===== src/sms_pkg.sv =====
// Constants for the serial peripheral port: register indices, fields, resets, timing
package sms_pkg;

	// Register indices; byte address is four times the index
	localparam logic [7:0] SMS_IDX_CTRL    = 8'hBC;
	localparam logic [7:0] SMS_IDX_STAT    = 8'hBD;
	localparam logic [7:0] SMS_IDX_DATA    = 8'hBE;
	localparam logic [7:0] SMS_IDX_IEN     = 8'hA9;
	localparam logic [7:0] SMS_IDX_PRIO_LO = 8'hBA;
	localparam logic [7:0] SMS_IDX_PRIO_HI = 8'hBB;

	// Control register fields
	localparam int SMS_CTL_ENABLE = 7;
	localparam int SMS_CTL_MASTER = 6;
	localparam int SMS_CTL_CLOCK_IDLE_LEVEL   = 5;
	localparam int SMS_CTL_SAMPLE_EDGE_SELECT   = 4;
	localparam int SMS_CTL_SELECT_PIN_DISABLE  = 3;
	localparam int SMS_CTL_BIT_ORDER_SELECT   = 2;
	localparam int SMS_CTL_RATE   = 0;

	// Status register fields
	localparam int SMS_ST_DONE = 7;
	localparam int SMS_ST_WRITE_COLLISION_FLAG = 6;
	localparam int SMS_ST_MODE_FAULT_FLAG = 5;
	localparam int SMS_ST_OVF  = 4;
	localparam int SMS_ST_FULL = 3;
	localparam int SMS_ST_BUSY = 2;

	// Interrupt enable and priority bit positions in their registers
	localparam int SMS_IEN_BIT  = 4;
	localparam int SMS_PRIO_BIT = 4;

	// Reset values
	localparam logic [7:0] SMS_CTRL_RST = 8'h00;
	localparam logic [7:0] SMS_DATA_RST = 8'h00;

	// Bit periods: sixteen clock edges per byte
	localparam logic [3:0] SMS_LAST_EDGE = 4'hF;

	// Half serial period minus one, in system clocks, per rate code
	localparam logic [2:0] SMS_HALF_RELOAD [4] = '{3'h0, 3'h1, 3'h3, 3'h7};

	typedef enum logic {
		SMS_IDLE = 1'b0,
		SMS_XFER = 1'b1
	} sms_state_e;

endpackage : sms_pkg


===== src/sms_spi_port.sv =====
// Serial peripheral port: APB register slave, master and slave shift engine
//
// The implementer's own choice: register access over APB.
`timescale 1ns/1ps

////////////////////////////////////////////////////////////////////////////////
// Notes on behaviour
// Unit works only while the enable bit is set.
// Role bit: zero selects slave, one selects master.
// Serial clock idles at the level of the polarity bit.
// Phase zero samples on first clock edge, phase one on second.
// Select pin honoured unless the select-disable bit is set.
// Bit order: zero sends MSB first, one sends LSB first.
// Master clock is system clock over 2, 4, 8 or 16 by rate code.
// Done flag sets at the end of every transfer.
// Done flag clears on interrupt vectoring or on writing zero.
// Data write while busy sets the collision flag.
// Collision flag clears on writing zero or on a non-busy data write.
// Master with select in use: low select sets mode fault; zero clears.
// Mode fault clears the enable and master bits.
// Buffer-full flag sets at transfer end; zero write or data read clears.
// Transfer end with buffer full sets overrun; zero write or data read clears.
// Busy flag reads one while a transfer runs.
// Data write loads shift register; in master role it starts a transfer.
// Data read returns the receive buffer, separate from the transmit path.
// Interrupt priority is two bits from two separate priority registers.
// Interrupt request passes only while its enable bit is set.
// As slave, the outside master clocks and holds select low per byte.
module sms_spi_port
	import sms_pkg::*;
(
	// Clock and reset
	input  wire logic        clk,
	input  wire logic        rst,
	// APB slave
	input  wire logic        psel,
	input  wire logic        penable,
	input  wire logic        pwrite,
	input  wire logic [11:0] paddr,
	input  wire logic [31:0] pwdata,
	output logic      [31:0] prdata,
	output logic             pready,
	output logic             pslverr,
	// Interrupt to processor
	input  wire logic        irq_vector_ack,
	output logic             irq_request,
	output logic      [1:0]  irq_priority,
	// Serial clock pin
	input  wire logic        sck_in,
	output logic             sck_out,
	output logic             sck_oe,
	// Master-out pin
	input  wire logic        mosi_in,
	output logic             mosi_out,
	output logic             mosi_oe,
	// Master-in pin
	input  wire logic        miso_in,
	output logic             miso_out,
	output logic             miso_oe,
	// Slave select pin
	input  wire logic        ss_n_in
);

	////////////////////////////////////////////////////////////////////////////
	// State

	logic [7:0]  ctrl;
	logic        ien;
	logic        prio_lo;
	logic        prio_hi;
	logic        done_flag;
	logic        write_collision_flag_flag;
	logic        mode_fault_flag_flag;
	logic        ovf_flag;
	logic        full_flag;
	logic [7:0]  rx_buf;
	logic [7:0]  tx_sh;
	logic [7:0]  rx_sh;
	sms_state_e  state;
	logic [2:0]  div_cnt;
	logic [3:0]  edge_cnt;
	logic [3:0]  pin_meta;
	logic [3:0]  pin_sync;
	logic        sck_prev;

	logic [7:0]  next_ctrl;
	logic        next_ien;
	logic        next_prio_lo;
	logic        next_prio_hi;
	logic        next_done_flag;
	logic        next_write_collision_flag_flag;
	logic        next_mode_fault_flag_flag;
	logic        next_ovf_flag;
	logic        next_full_flag;
	logic [7:0]  next_rx_buf;
	logic [7:0]  next_tx_sh;
	logic [7:0]  next_rx_sh;
	sms_state_e  next_state;
	logic [2:0]  next_div_cnt;
	logic [3:0]  next_edge_cnt;
	logic        next_sck_out;
	logic        next_sck_oe;
	logic        next_mosi_out;
	logic        next_mosi_oe;
	logic        next_miso_out;
	logic        next_miso_oe;
	logic [31:0] next_prdata;
	logic        next_pready;
	logic        next_pslverr;
	logic        next_irq_request;
	logic [1:0]  next_irq_priority;

	////////////////////////////////////////////////////////////////////////////
	// Decoded control and bus terms

	logic        en;
	logic        mst;
	logic        clock_idle_level;
	logic        sample_edge_select;
	logic        select_pin_disable;
	logic        bit_order_select;
	logic [1:0]  rate;
	logic        sck_s;
	logic        mosi_s;
	logic        miso_s;
	logic        ss_s;
	logic        acc_first;
	logic        wr;
	logic        rd;
	logic [7:0]  idx;
	logic        addr_ok;
	logic        mapped;
	logic        ctl_wr;
	logic        st_wr;
	logic        dat_wr;
	logic        dat_rd;
	logic        sel;
	logic        tick;
	logic        lead_ev;
	logic        trail_ev;
	logic        sample_ev;
	logic        change_ev;
	logic        last_ev;
	logic        busy;
	logic        rx_bit;
	logic        mode_fault_flag_set;
	logic [7:0]  stat_rd;
	logic [7:0]  rd_byte;

	assign en     = ctrl[SMS_CTL_ENABLE];
	assign mst    = ctrl[SMS_CTL_MASTER];
	assign clock_idle_level   = ctrl[SMS_CTL_CLOCK_IDLE_LEVEL];
	assign sample_edge_select   = ctrl[SMS_CTL_SAMPLE_EDGE_SELECT];
	assign select_pin_disable  = ctrl[SMS_CTL_SELECT_PIN_DISABLE];
	assign bit_order_select   = ctrl[SMS_CTL_BIT_ORDER_SELECT];
	assign rate   = ctrl[SMS_CTL_RATE +: 2];

	// Pin order in the synchroniser: sck, mosi, miso, select
	assign sck_s  = pin_sync[0];
	assign mosi_s = pin_sync[1];
	assign miso_s = pin_sync[2];
	assign ss_s   = pin_sync[3];

	// Answer one cycle into the access phase; the write lands with pready
	assign acc_first = psel & penable & ~pready;
	assign wr        = psel & penable & pready & pwrite;
	assign rd        = psel & penable & pready & ~pwrite;
	assign idx       = paddr[9:2];
	assign addr_ok   = (paddr[1:0] == 2'h0) & (paddr[11:10] == 2'h0);
	assign mapped    = addr_ok & ((idx == SMS_IDX_CTRL) | (idx == SMS_IDX_STAT)
	                 | (idx == SMS_IDX_DATA) | (idx == SMS_IDX_IEN)
	                 | (idx == SMS_IDX_PRIO_LO) | (idx == SMS_IDX_PRIO_HI));
	assign ctl_wr    = wr & addr_ok & (idx == SMS_IDX_CTRL);
	assign st_wr     = wr & addr_ok & (idx == SMS_IDX_STAT);
	assign dat_wr    = wr & addr_ok & (idx == SMS_IDX_DATA);
	assign dat_rd    = rd & addr_ok & (idx == SMS_IDX_DATA);

	////////////////////////////////////////////////////////////////////////////
	// Shift engine events

	// Slave selected by pin, or always when the pin is ignored
	assign sel  = select_pin_disable | ~ss_s;
	assign tick = (state == SMS_XFER) & (div_cnt == 3'h0);

	always_comb begin
		if (mst) begin
			lead_ev  = en & tick & ~edge_cnt[0];
			trail_ev = en & tick & edge_cnt[0];
		end else begin
			// Edges of the outside clock, relative to its idle level
			lead_ev  = en & sel & (sck_prev == clock_idle_level) & (sck_s != clock_idle_level);
			trail_ev = en & sel & (sck_prev != clock_idle_level) & (sck_s == clock_idle_level);
		end
	end

	assign sample_ev = sample_edge_select ? trail_ev : lead_ev;
	assign change_ev = sample_edge_select ? (lead_ev & (edge_cnt != 4'h0)) : trail_ev;
	assign last_ev   = trail_ev & (edge_cnt == SMS_LAST_EDGE);
	assign busy      = mst ? (state == SMS_XFER) : (edge_cnt != 4'h0);
	assign rx_bit    = mst ? miso_s : mosi_s;
	assign mode_fault_flag_set  = en & mst & ~select_pin_disable & ~ss_s;

	assign stat_rd = {done_flag, write_collision_flag_flag, mode_fault_flag_flag, ovf_flag, full_flag, busy, 2'h0};

	always_comb begin
		unique case (idx)
			SMS_IDX_CTRL:    rd_byte = ctrl;
			SMS_IDX_STAT:    rd_byte = stat_rd;
			SMS_IDX_DATA:    rd_byte = rx_buf;
			SMS_IDX_IEN:     rd_byte = {3'h0, ien, 4'h0};
			SMS_IDX_PRIO_LO: rd_byte = {3'h0, prio_lo, 4'h0};
			SMS_IDX_PRIO_HI: rd_byte = {3'h0, prio_hi, 4'h0};
			default:         rd_byte = 8'h00;
		endcase
	end

	////////////////////////////////////////////////////////////////////////////
	// Next-state logic

	always_comb begin
		// Bus answer
		next_pready  = acc_first;
		next_pslverr = acc_first & ~mapped;
		next_prdata  = 32'h0000_0000;
		if (acc_first & ~pwrite & mapped) begin
			next_prdata = {24'h00_0000, rd_byte};
		end

		// Control and interrupt setup
		next_ctrl    = ctrl;
		next_ien     = ien;
		next_prio_lo = prio_lo;
		next_prio_hi = prio_hi;
		if (ctl_wr) begin
			next_ctrl = pwdata[7:0];
		end
		if (wr & addr_ok & (idx == SMS_IDX_IEN)) begin
			next_ien = pwdata[SMS_IEN_BIT];
		end
		if (wr & addr_ok & (idx == SMS_IDX_PRIO_LO)) begin
			next_prio_lo = pwdata[SMS_PRIO_BIT];
		end
		if (wr & addr_ok & (idx == SMS_IDX_PRIO_HI)) begin
			next_prio_hi = pwdata[SMS_PRIO_BIT];
		end
		// Fault overrides a control write in the same cycle
		if (mode_fault_flag_set) begin
			next_ctrl[SMS_CTL_ENABLE] = 1'b0;
			next_ctrl[SMS_CTL_MASTER] = 1'b0;
		end

		// Flags: a hardware set always beats a clear in the same cycle
		next_done_flag = done_flag;
		if ((st_wr & ~pwdata[SMS_ST_DONE]) | irq_vector_ack) begin
			next_done_flag = 1'b0;
		end
		if (last_ev) begin
			next_done_flag = 1'b1;
		end

		next_write_collision_flag_flag = write_collision_flag_flag;
		if ((st_wr & ~pwdata[SMS_ST_WRITE_COLLISION_FLAG]) | (dat_wr & ~busy)) begin
			next_write_collision_flag_flag = 1'b0;
		end
		if (dat_wr & busy) begin
			next_write_collision_flag_flag = 1'b1;
		end

		next_mode_fault_flag_flag = mode_fault_flag_flag;
		if (st_wr & ~pwdata[SMS_ST_MODE_FAULT_FLAG]) begin
			next_mode_fault_flag_flag = 1'b0;
		end
		if (mode_fault_flag_set) begin
			next_mode_fault_flag_flag = 1'b1;
		end

		next_ovf_flag = ovf_flag;
		if ((st_wr & ~pwdata[SMS_ST_OVF]) | dat_rd) begin
			next_ovf_flag = 1'b0;
		end
		if (last_ev & full_flag) begin
			next_ovf_flag = 1'b1;
		end

		next_full_flag = full_flag;
		if ((st_wr & ~pwdata[SMS_ST_FULL]) | dat_rd) begin
			next_full_flag = 1'b0;
		end
		if (last_ev) begin
			next_full_flag = 1'b1;
		end

		// Receive shift and buffer
		next_rx_sh = rx_sh;
		if (sample_ev) begin
			next_rx_sh = bit_order_select ? {rx_bit, rx_sh[7:1]} : {rx_sh[6:0], rx_bit};
		end
		next_rx_buf = rx_buf;
		if (last_ev) begin
			next_rx_buf = next_rx_sh;
		end

		// Transmit shift; a write during a transfer is dropped
		next_tx_sh = tx_sh;
		if (dat_wr & ~busy) begin
			next_tx_sh = pwdata[7:0];
		end else if (change_ev) begin
			next_tx_sh = bit_order_select ? {1'b0, tx_sh[7:1]} : {tx_sh[6:0], 1'b0};
		end

		// Bit-edge counter and master clock generator
		next_state    = state;
		next_div_cnt  = div_cnt;
		next_edge_cnt = edge_cnt;
		next_sck_out  = sck_out;
		if (lead_ev | trail_ev) begin
			next_edge_cnt = edge_cnt + 4'h1;
		end
		unique case (state)
			SMS_IDLE: begin
				next_sck_out = clock_idle_level;
				if (en & mst & dat_wr) begin
					next_state    = SMS_XFER;
					next_div_cnt  = SMS_HALF_RELOAD[rate];
					next_edge_cnt = 4'h0;
				end
			end
			SMS_XFER: begin
				if (tick) begin
					next_div_cnt = SMS_HALF_RELOAD[rate];
					next_sck_out = ~sck_out;
					if (last_ev) begin
						next_state = SMS_IDLE;
					end
				end else begin
					next_div_cnt = div_cnt - 3'h1;
				end
			end
		endcase
		// Slave byte framing restarts whenever select is released
		if (~en | (~mst & ~sel)) begin
			next_edge_cnt = 4'h0;
		end
		if (~en | ~mst) begin
			next_state   = SMS_IDLE;
			next_sck_out = clock_idle_level;
		end

		// Pin drivers
		next_sck_oe   = en & mst;
		next_mosi_oe  = en & mst;
		next_miso_oe  = en & ~mst & sel;
		next_mosi_out = bit_order_select ? next_tx_sh[0] : next_tx_sh[7];
		next_miso_out = next_mosi_out;

		// Interrupt request
		next_irq_request  = next_done_flag & ien;
		next_irq_priority = {prio_hi, prio_lo};
	end

	////////////////////////////////////////////////////////////////////////////
	// Registers

	always_ff @(posedge clk) begin
		if (rst) begin
			ctrl         <= SMS_CTRL_RST;
			ien          <= 1'b0;
			prio_lo      <= 1'b0;
			prio_hi      <= 1'b0;
			done_flag    <= 1'b0;
			write_collision_flag_flag    <= 1'b0;
			mode_fault_flag_flag    <= 1'b0;
			ovf_flag     <= 1'b0;
			full_flag    <= 1'b0;
			rx_buf       <= SMS_DATA_RST;
			tx_sh        <= SMS_DATA_RST;
			rx_sh        <= SMS_DATA_RST;
			state        <= SMS_IDLE;
			div_cnt      <= 3'h0;
			edge_cnt     <= 4'h0;
			pin_meta     <= 4'h8;
			pin_sync     <= 4'h8;
			sck_prev     <= 1'b0;
			sck_out      <= 1'b0;
			sck_oe       <= 1'b0;
			mosi_out     <= 1'b0;
			mosi_oe      <= 1'b0;
			miso_out     <= 1'b0;
			miso_oe      <= 1'b0;
			prdata       <= 32'h0000_0000;
			pready       <= 1'b0;
			pslverr      <= 1'b0;
			irq_request  <= 1'b0;
			irq_priority <= 2'h0;
		end else begin
			ctrl         <= next_ctrl;
			ien          <= next_ien;
			prio_lo      <= next_prio_lo;
			prio_hi      <= next_prio_hi;
			done_flag    <= next_done_flag;
			write_collision_flag_flag    <= next_write_collision_flag_flag;
			mode_fault_flag_flag    <= next_mode_fault_flag_flag;
			ovf_flag     <= next_ovf_flag;
			full_flag    <= next_full_flag;
			rx_buf       <= next_rx_buf;
			tx_sh        <= next_tx_sh;
			rx_sh        <= next_rx_sh;
			state        <= next_state;
			div_cnt      <= next_div_cnt;
			edge_cnt     <= next_edge_cnt;
			// Pins are asynchronous: two stages before any logic
			pin_meta     <= {ss_n_in, miso_in, mosi_in, sck_in};
			pin_sync     <= pin_meta;
			sck_prev     <= sck_s;
			sck_out      <= next_sck_out;
			sck_oe       <= next_sck_oe;
			mosi_out     <= next_mosi_out;
			mosi_oe      <= next_mosi_oe;
			miso_out     <= next_miso_out;
			miso_oe      <= next_miso_oe;
			prdata       <= next_prdata;
			pready       <= next_pready;
			pslverr      <= next_pslverr;
			irq_request  <= next_irq_request;
			irq_priority <= next_irq_priority;
		end
	end

endmodule : sms_spi_port


===== config.mk =====
export PLATFORM = sky130hd
export DESIGN_NAME = sms_spi_port
export DESIGN_NICKNAME = d
export VERILOG_FILES = /design/src/sms_pkg.sv /design/src/sms_spi_port.sv
export SDC_FILE = /design/constraint.sdc
export NUM_CORES = 1
export LEC_CHECK = 0
export ABC_AREA = 1
export BUFFER_PORTS_ARGS = -buffer_cell sky130_fd_sc_hd__buf_2
export CAP_MARGIN = 30
export CELL_PAD_IN_SITES_DETAIL_PLACEMENT = 0
export CELL_PAD_IN_SITES_GLOBAL_PLACEMENT = 1
export CORE_MARGIN = 8
export CORE_UTILIZATION = 39
export CTS_BUF_LIST = sky130_fd_sc_hd__clkbuf_4 sky130_fd_sc_hd__clkbuf_8
export DETAILED_ROUTE_END_ITERATION = 8
export PLACE_DENSITY_LB_ADDON = 0.1
export SYNTH_ARGS = -nofsm -noshare
export SYNTH_HDL_FRONTEND = slang
export SYNTH_SLANG_ARGS = --single-unit

===== constraint.sdc =====
create_clock -name clk -period 2.22 [get_ports clk]
set_input_delay 0.111 -clock clk [delete_from_list [all_inputs] [get_ports clk]]
set_output_delay 0.111 -clock clk [all_outputs]
set_load 0.005 [all_outputs]

# --- Word-level counts from Yosys, hierarchy flattened ---
# Index checks and enable logic that the tools add are counted.
totals:
  output_inout_bits: 43
  wordCells: 176
  inputBits: 54
  regBits: 98
op_classes:
  n_mux: 39
  reduce_logical: 13
  n_lt_le_gt_ge: 1
  eq_ne: 13
  addsub: 2
  bitwise: 78
op_table:
  columns: ["cell", "count"]
  rows:
  - ["$eq A8 B8 Y1 const B", 6]
  - ["$pmux W8 S6", 1]
  - ["$and A1 B1 Y1", 46]
  - ["$mux W8", 5]
  - ["$mux W1", 22]
  - ["$not A1 Y1", 18]
  - ["$or A1 B1 Y1", 13]
  - ["$mux W3", 4]
  - ["$mux W4", 3]
  - ["$reduce_bool A2 Y1", 5]
  - ["$reduce_or A2 Y1", 4]
  - ["$bmux W3 S2", 1]
  - ["$pmux W3 S2", 1]
  - ["$add A4 B1 Y4 const B", 1]
  - ["$eq A4 B4 Y1 const B", 1]
  - ["$logic_not A2 Y1", 2]
  - ["$pmux W1 S2", 2]
  - ["$reduce_bool A4 Y1", 1]
  - ["$ge A3 B3 Y1 const B", 1]
  - ["$logic_not A3 Y1", 1]
  - ["$ne A3 B1 Y1 const B", 1]
  - ["$not A2 Y3", 1]
  - ["$sub A3 B1 Y3 const B", 1]
  - ["$eq A1 B1 Y1", 2]
  - ["other kinds (2)", 3]

# --- Depth between registers and ports, before layout ---
logic_depth:
  word_depth: 11
  depth_mapped: 13
  mapped_depth_nobuf: 13

# --- Worst setup path after synthesis ---
# Ideal clock, no wire load.
synth_path:
  path_kind: "reg2reg"
  start: "register div_cnt[0]"
  end: "register rx_buf[7]"
  path_stages_with_launch: 13
  setup_time_ns: 0.109
  n_path_buf: 1
  period_less_slack_ns: 1.602
  t_arrival_ns: 1.493
  required_ns: 2.111
  slack_ns: 0.618
  path_cell_list: "dfxtp_1 inv_1 ha_1 inv_1 nor2_2 nand3_4 nand2_4 o21ai_4 buf_6 a21oi_2 nand2_1 nand2_1 inv_1"
synth_via:
  elab_chain_len: 7
  word_cells_on_any_way: 10
  classes_between: "mux: 4; bitwise: 5; reduce/logical: 1"
synth_lines:
  columns: ["item", "line_no", "rtl"]
  rows:
  - ["from (decl)", "sms_spi_port.sv:80", "logic [2:0] div_cnt;"]
  - ["from (signal assigned)", "sms_spi_port.sv:409", "div_cnt <= next_div_cnt;"]
  - ["$logic_not A3 Y1 *", "sms_spi_port.sv:183", "assign tick = (state == SMS_XFER) & (div_cnt == 3'h0);"]
  - ["$and A1 B1 Y1 *", "sms_spi_port.sv:183", null]
  - ["$and A1 B1 Y1 *", "sms_spi_port.sv:187, sms_spi_port.sv:188", null]
  - ["$and A1 B1 Y1 (on tied branches)", "sms_spi_port.sv:187, sms_spi_port.sv:188", null]
  - ["$mux W1", "sms_spi_port.sv:186", "if (mst) begin"]
  - ["$mux W1", "sms_spi_port.sv:196", "assign sample_ev = sample_edge_select ? trail_ev : lead_ev;"]
  - ["$mux W8", "sms_spi_port.sv:295", "if (sample_ev) begin"]
  - ["to (signal assigned)", "sms_spi_port.sv:405", "rx_buf <= next_rx_buf;"]
  - ["to (decl)", "sms_spi_port.sv:76", "logic [7:0] rx_buf;"]
# Every way passes the cells marked *; elsewhere a longest branch is shown, timed or not.
# A chain may end at the register's enable or synchronous reset.

# --- Final worst setup path ---
layout_path:
  start: "register div_cnt[0]"
  end: "register rx_buf[1]"
# Same word-level chain as after synthesis.

==> results.yml <==
outcome:
  outcome: "completed"
synth:
  ys.flop_type: "dfxtp_1"
  syn_area_per_cell_um2: 7.20
  synthMuxAreaShare: 0
  synth-async-reset-ratio: 0
  synth_area_leaders: "dfxtp_1 40%, nand2_1 10%, inv_1 7.0%"
  synth_cell_types: 43
  synth_compound_gate_area_share: 0.155
  syn_inst: 515
  yosys_register_bits: 74
  yosysSeqAreaShare: 0.399
  synthAdderAreaFrac: 0.0135
  synth_top_area_cell: "dfxtp_1"
  synth-edff-count: 0
  synth_top_area_frac: 0.399
  synth-warning-count: 0
  netlist_area_um2: 3710
  synth_top_family_by_area: "simple AND/OR/NAND/NOR gates"
  synth_xor_area_frac: 0.00945
  synthSimpleGateAreaFrac: 0.278
worst_setup_path:
  critPathMaxStageDelay_ns: 0.33
  crit_top_cell: "inv_1"
  worstPathRequired_ns: 2.47
  r2r-end: "rx_buf[1]"
  regToRegStartpoint: "div_cnt[0]"
  crit_path_cell_trace: "inv_1, ha_1, inv_1, nor2_2, nand3_4, nand2_4, o21ai_4, buf_4, o21ai_0, a21o_1, inv_1"
  rr_worst_depth: 11
  worstSetupStartpointType: "register"
  endpoint_kind: "register"
  slowest_stage: "dfxtp_1"
  crit_type: "reg2reg"
  cp.arrival_ns: 2.07
  rrSetupSlack_ns: 0.41
  crit_path_max_fanout: 16
power_and_ir_drop:
  powerDensity_nw_per_um2: 585
  irDropWorstVdd_mv: 0.378
  leakagePower_nw: 1.87
layout:
  drive_above_1_share: 0.197
  diodes: 0
  design_area_um2: 4260
  area_delta_synth_final_pct: 15.0
  final_common_cell: "nand2_1"
  final_cell_mix: "100 x nand2_1, 74 x dfxtp_1, 69 x inv_1"
  final_util: 0.461
  nets: 633
min_path:
  hold_end: "ctrl[1]"
  hold_path.startpoint: "pwdata[1]"
  min_path_type: "in2reg"
  hold_path_depth: 3
routing:
  drt-initial-drc-count: 156
  route.antenna.remaining_nets: 0
  drc: 0
  drt_wl_total_um: 9480
  vias: 3246
  viasPerCell: 4.58
  dr.pass1.iters: 4
  wl_per_cell_um: 13.4
sta:
  final_hold_viol_count: 0
  setup_viol: 0
  min_period_over_period: 0.817
  min_period_ns: 1.81
  finalMaxSlewViolations: 0
  rsz0062_at_grt: "false"
  fin_skew_ns: 0.0101
  worst_hold_slack_ns: 0.0284
  max_freq_mhz: 551
  setup_ws_ns: 0.406
  tns_ns: 0
placed_design:
  hpwl_um: 7260
  finalWeightedCongestion: 0.791
  pre_cts_slack_ns: 0.437
  io_buffers: 48
  placed_area_um2: 4030
global_routing:
  grt_pass1_vias: 3272
  antenna_found_initial: 0
  grt_use_total: 0.155
  grt_pass1_wl_um: 16100
  grt_max_degree: 24
  gr-total-overflow: 0
clock_network:
  cts-root-buf: "clkbuf_8"
  cts_sinks: 74
  post_cts_resized: 0
  cts_tree: "built"
  clk_pin_slew_ns: 0.08
  cts-htree-levels: 3
  cts_max_path_buffers: 2
  cts_setup_buffers: 0
  numCtsBuffers: 9
  insertion_delay_ns: 0.35
  hold_buffers: 4
floorplanning:
  initial_core_util: 0.401
  die-area_um2: 12900
  core_area_um2: 9240
  num_io_pins: 97
  die_x_um: 114
  die_y_um: 114
  rows: 35
run:
  maxCapViolations: 0
-- layer usage --
| layer | part of all wire | vias to the layer above | global-route usage |
|---|---|---|---|
| met5 | 0 | - | 0 |
| met4 | 0.010 | 0 | 0.0480 |
| met3 | 0.057 | 6 | 0.0380 |
| met2 | 0.47 | 61 | 0.258 |
| met1 | 0.46 | 1464 | 0.193 |
| li1 | - | 1715 | - |
-- cells in the mapped netlist, types with 2 or more instances --
master / n
a211oi_1: 4
a21o_1: 2
a21oi_1: 25
a21oi_2: 2
a22oi_1: 2
a31oi_1: 10
buf_1: 2
buf_4: 28
clkbuf_1: 7
dfxtp_1: 74
ha_1: 4
inv_1: 69
inv_2: 5
nand2_1: 100
nand2_2: 7
nand2_4: 2
nand3_1: 22
nand3_2: 4
nand3_4: 2
nand4_1: 3
nor2_1: 62
nor2_2: 5
nor2_4: 3
nor3_1: 10
o21ai_0: 32
o21ai_1: 2
o21ai_2: 4
o22ai_1: 5
or2_2: 2
xnor2_1: 2
xor2_1: 2
-- layout make-up --
| cell class | count | area (um^2) |
|---|---|---|
| Sequential cell | 74 | 1480 |
| Clock buffer | 10 | 138 |
| Timing Repair Buffer | 64 | 370 |
| Multi-Input combinational cell | 352 | 1780 |
| Inverter | 74 | 278 |
| Fill cell | 999 | 4980 |
| Clock inverter | 5 | 55.1 |
| Tap cell | 129 | 161 |
-- power by group --
part / internal, mW / switching, mW
logic: 0.0379 / 0.0687
clock network: 0.540 / 0.509
registers: 1.33 / 0.00301
total: 1.91 / 0.580
-- worst max-delay path: cells and delay by family, from the launching register on --
kind | cells | cell delay [ns]
flip-flops | 1 | 0.33
adder cells (fa/ha/maj) | 1 | 0.15
AND/OR/NAND/NOR | 3 | 0.45
buffers and inverters | 4 | 0.35
AO/OA/AOI/OAI | 3 | 0.44
-- logic make-up after synthesis --
family / after synthesis
and+or+nand+nor: 225
buffers and inverters: 112
other: 1
AOI/OAI and AO/OA: 95
adders and majority gates: 4
xor gates and xnor gates: 4
DFF: 74
-- sequential cells by signal, summed over array words and instances, names as in the netlist, 2 cells and up --
name and count:
rx_buf 8, prdata 8, edge_cnt 4, rx_sh 8, tx_sh 8, pin_meta 4, pin_sync 4, div_cnt 3
ctrl 8, irq_priority 2
-- per-stage QoR --
step	std cells	power, mW
final	708	2.49
after global routing	708	2.59
after CTS	708	2.52
after detailed placement	689	1.47
after global placement	689	1.47
after floorplan	538	1.45
-- worst max path at each step --
stage	start	to	slack [ns]	cells past startpoint
2_1_floorplan	div_cnt[0]	rx_buf[7]	0.62	12
3_3_place_gp	div_cnt[0]	rx_buf[4]	0.40	11
3_5_place_dp	div_cnt[0]	rx_buf[1]	0.44	11
4_1_cts	div_cnt[0]	rx_buf[1]	0.39	11
5_1_grt	div_cnt[0]	rx_buf[4]	0.20	11
6_report	div_cnt[0]	rx_buf[1]	0.41	11
(Power assumes the default switching activity.)
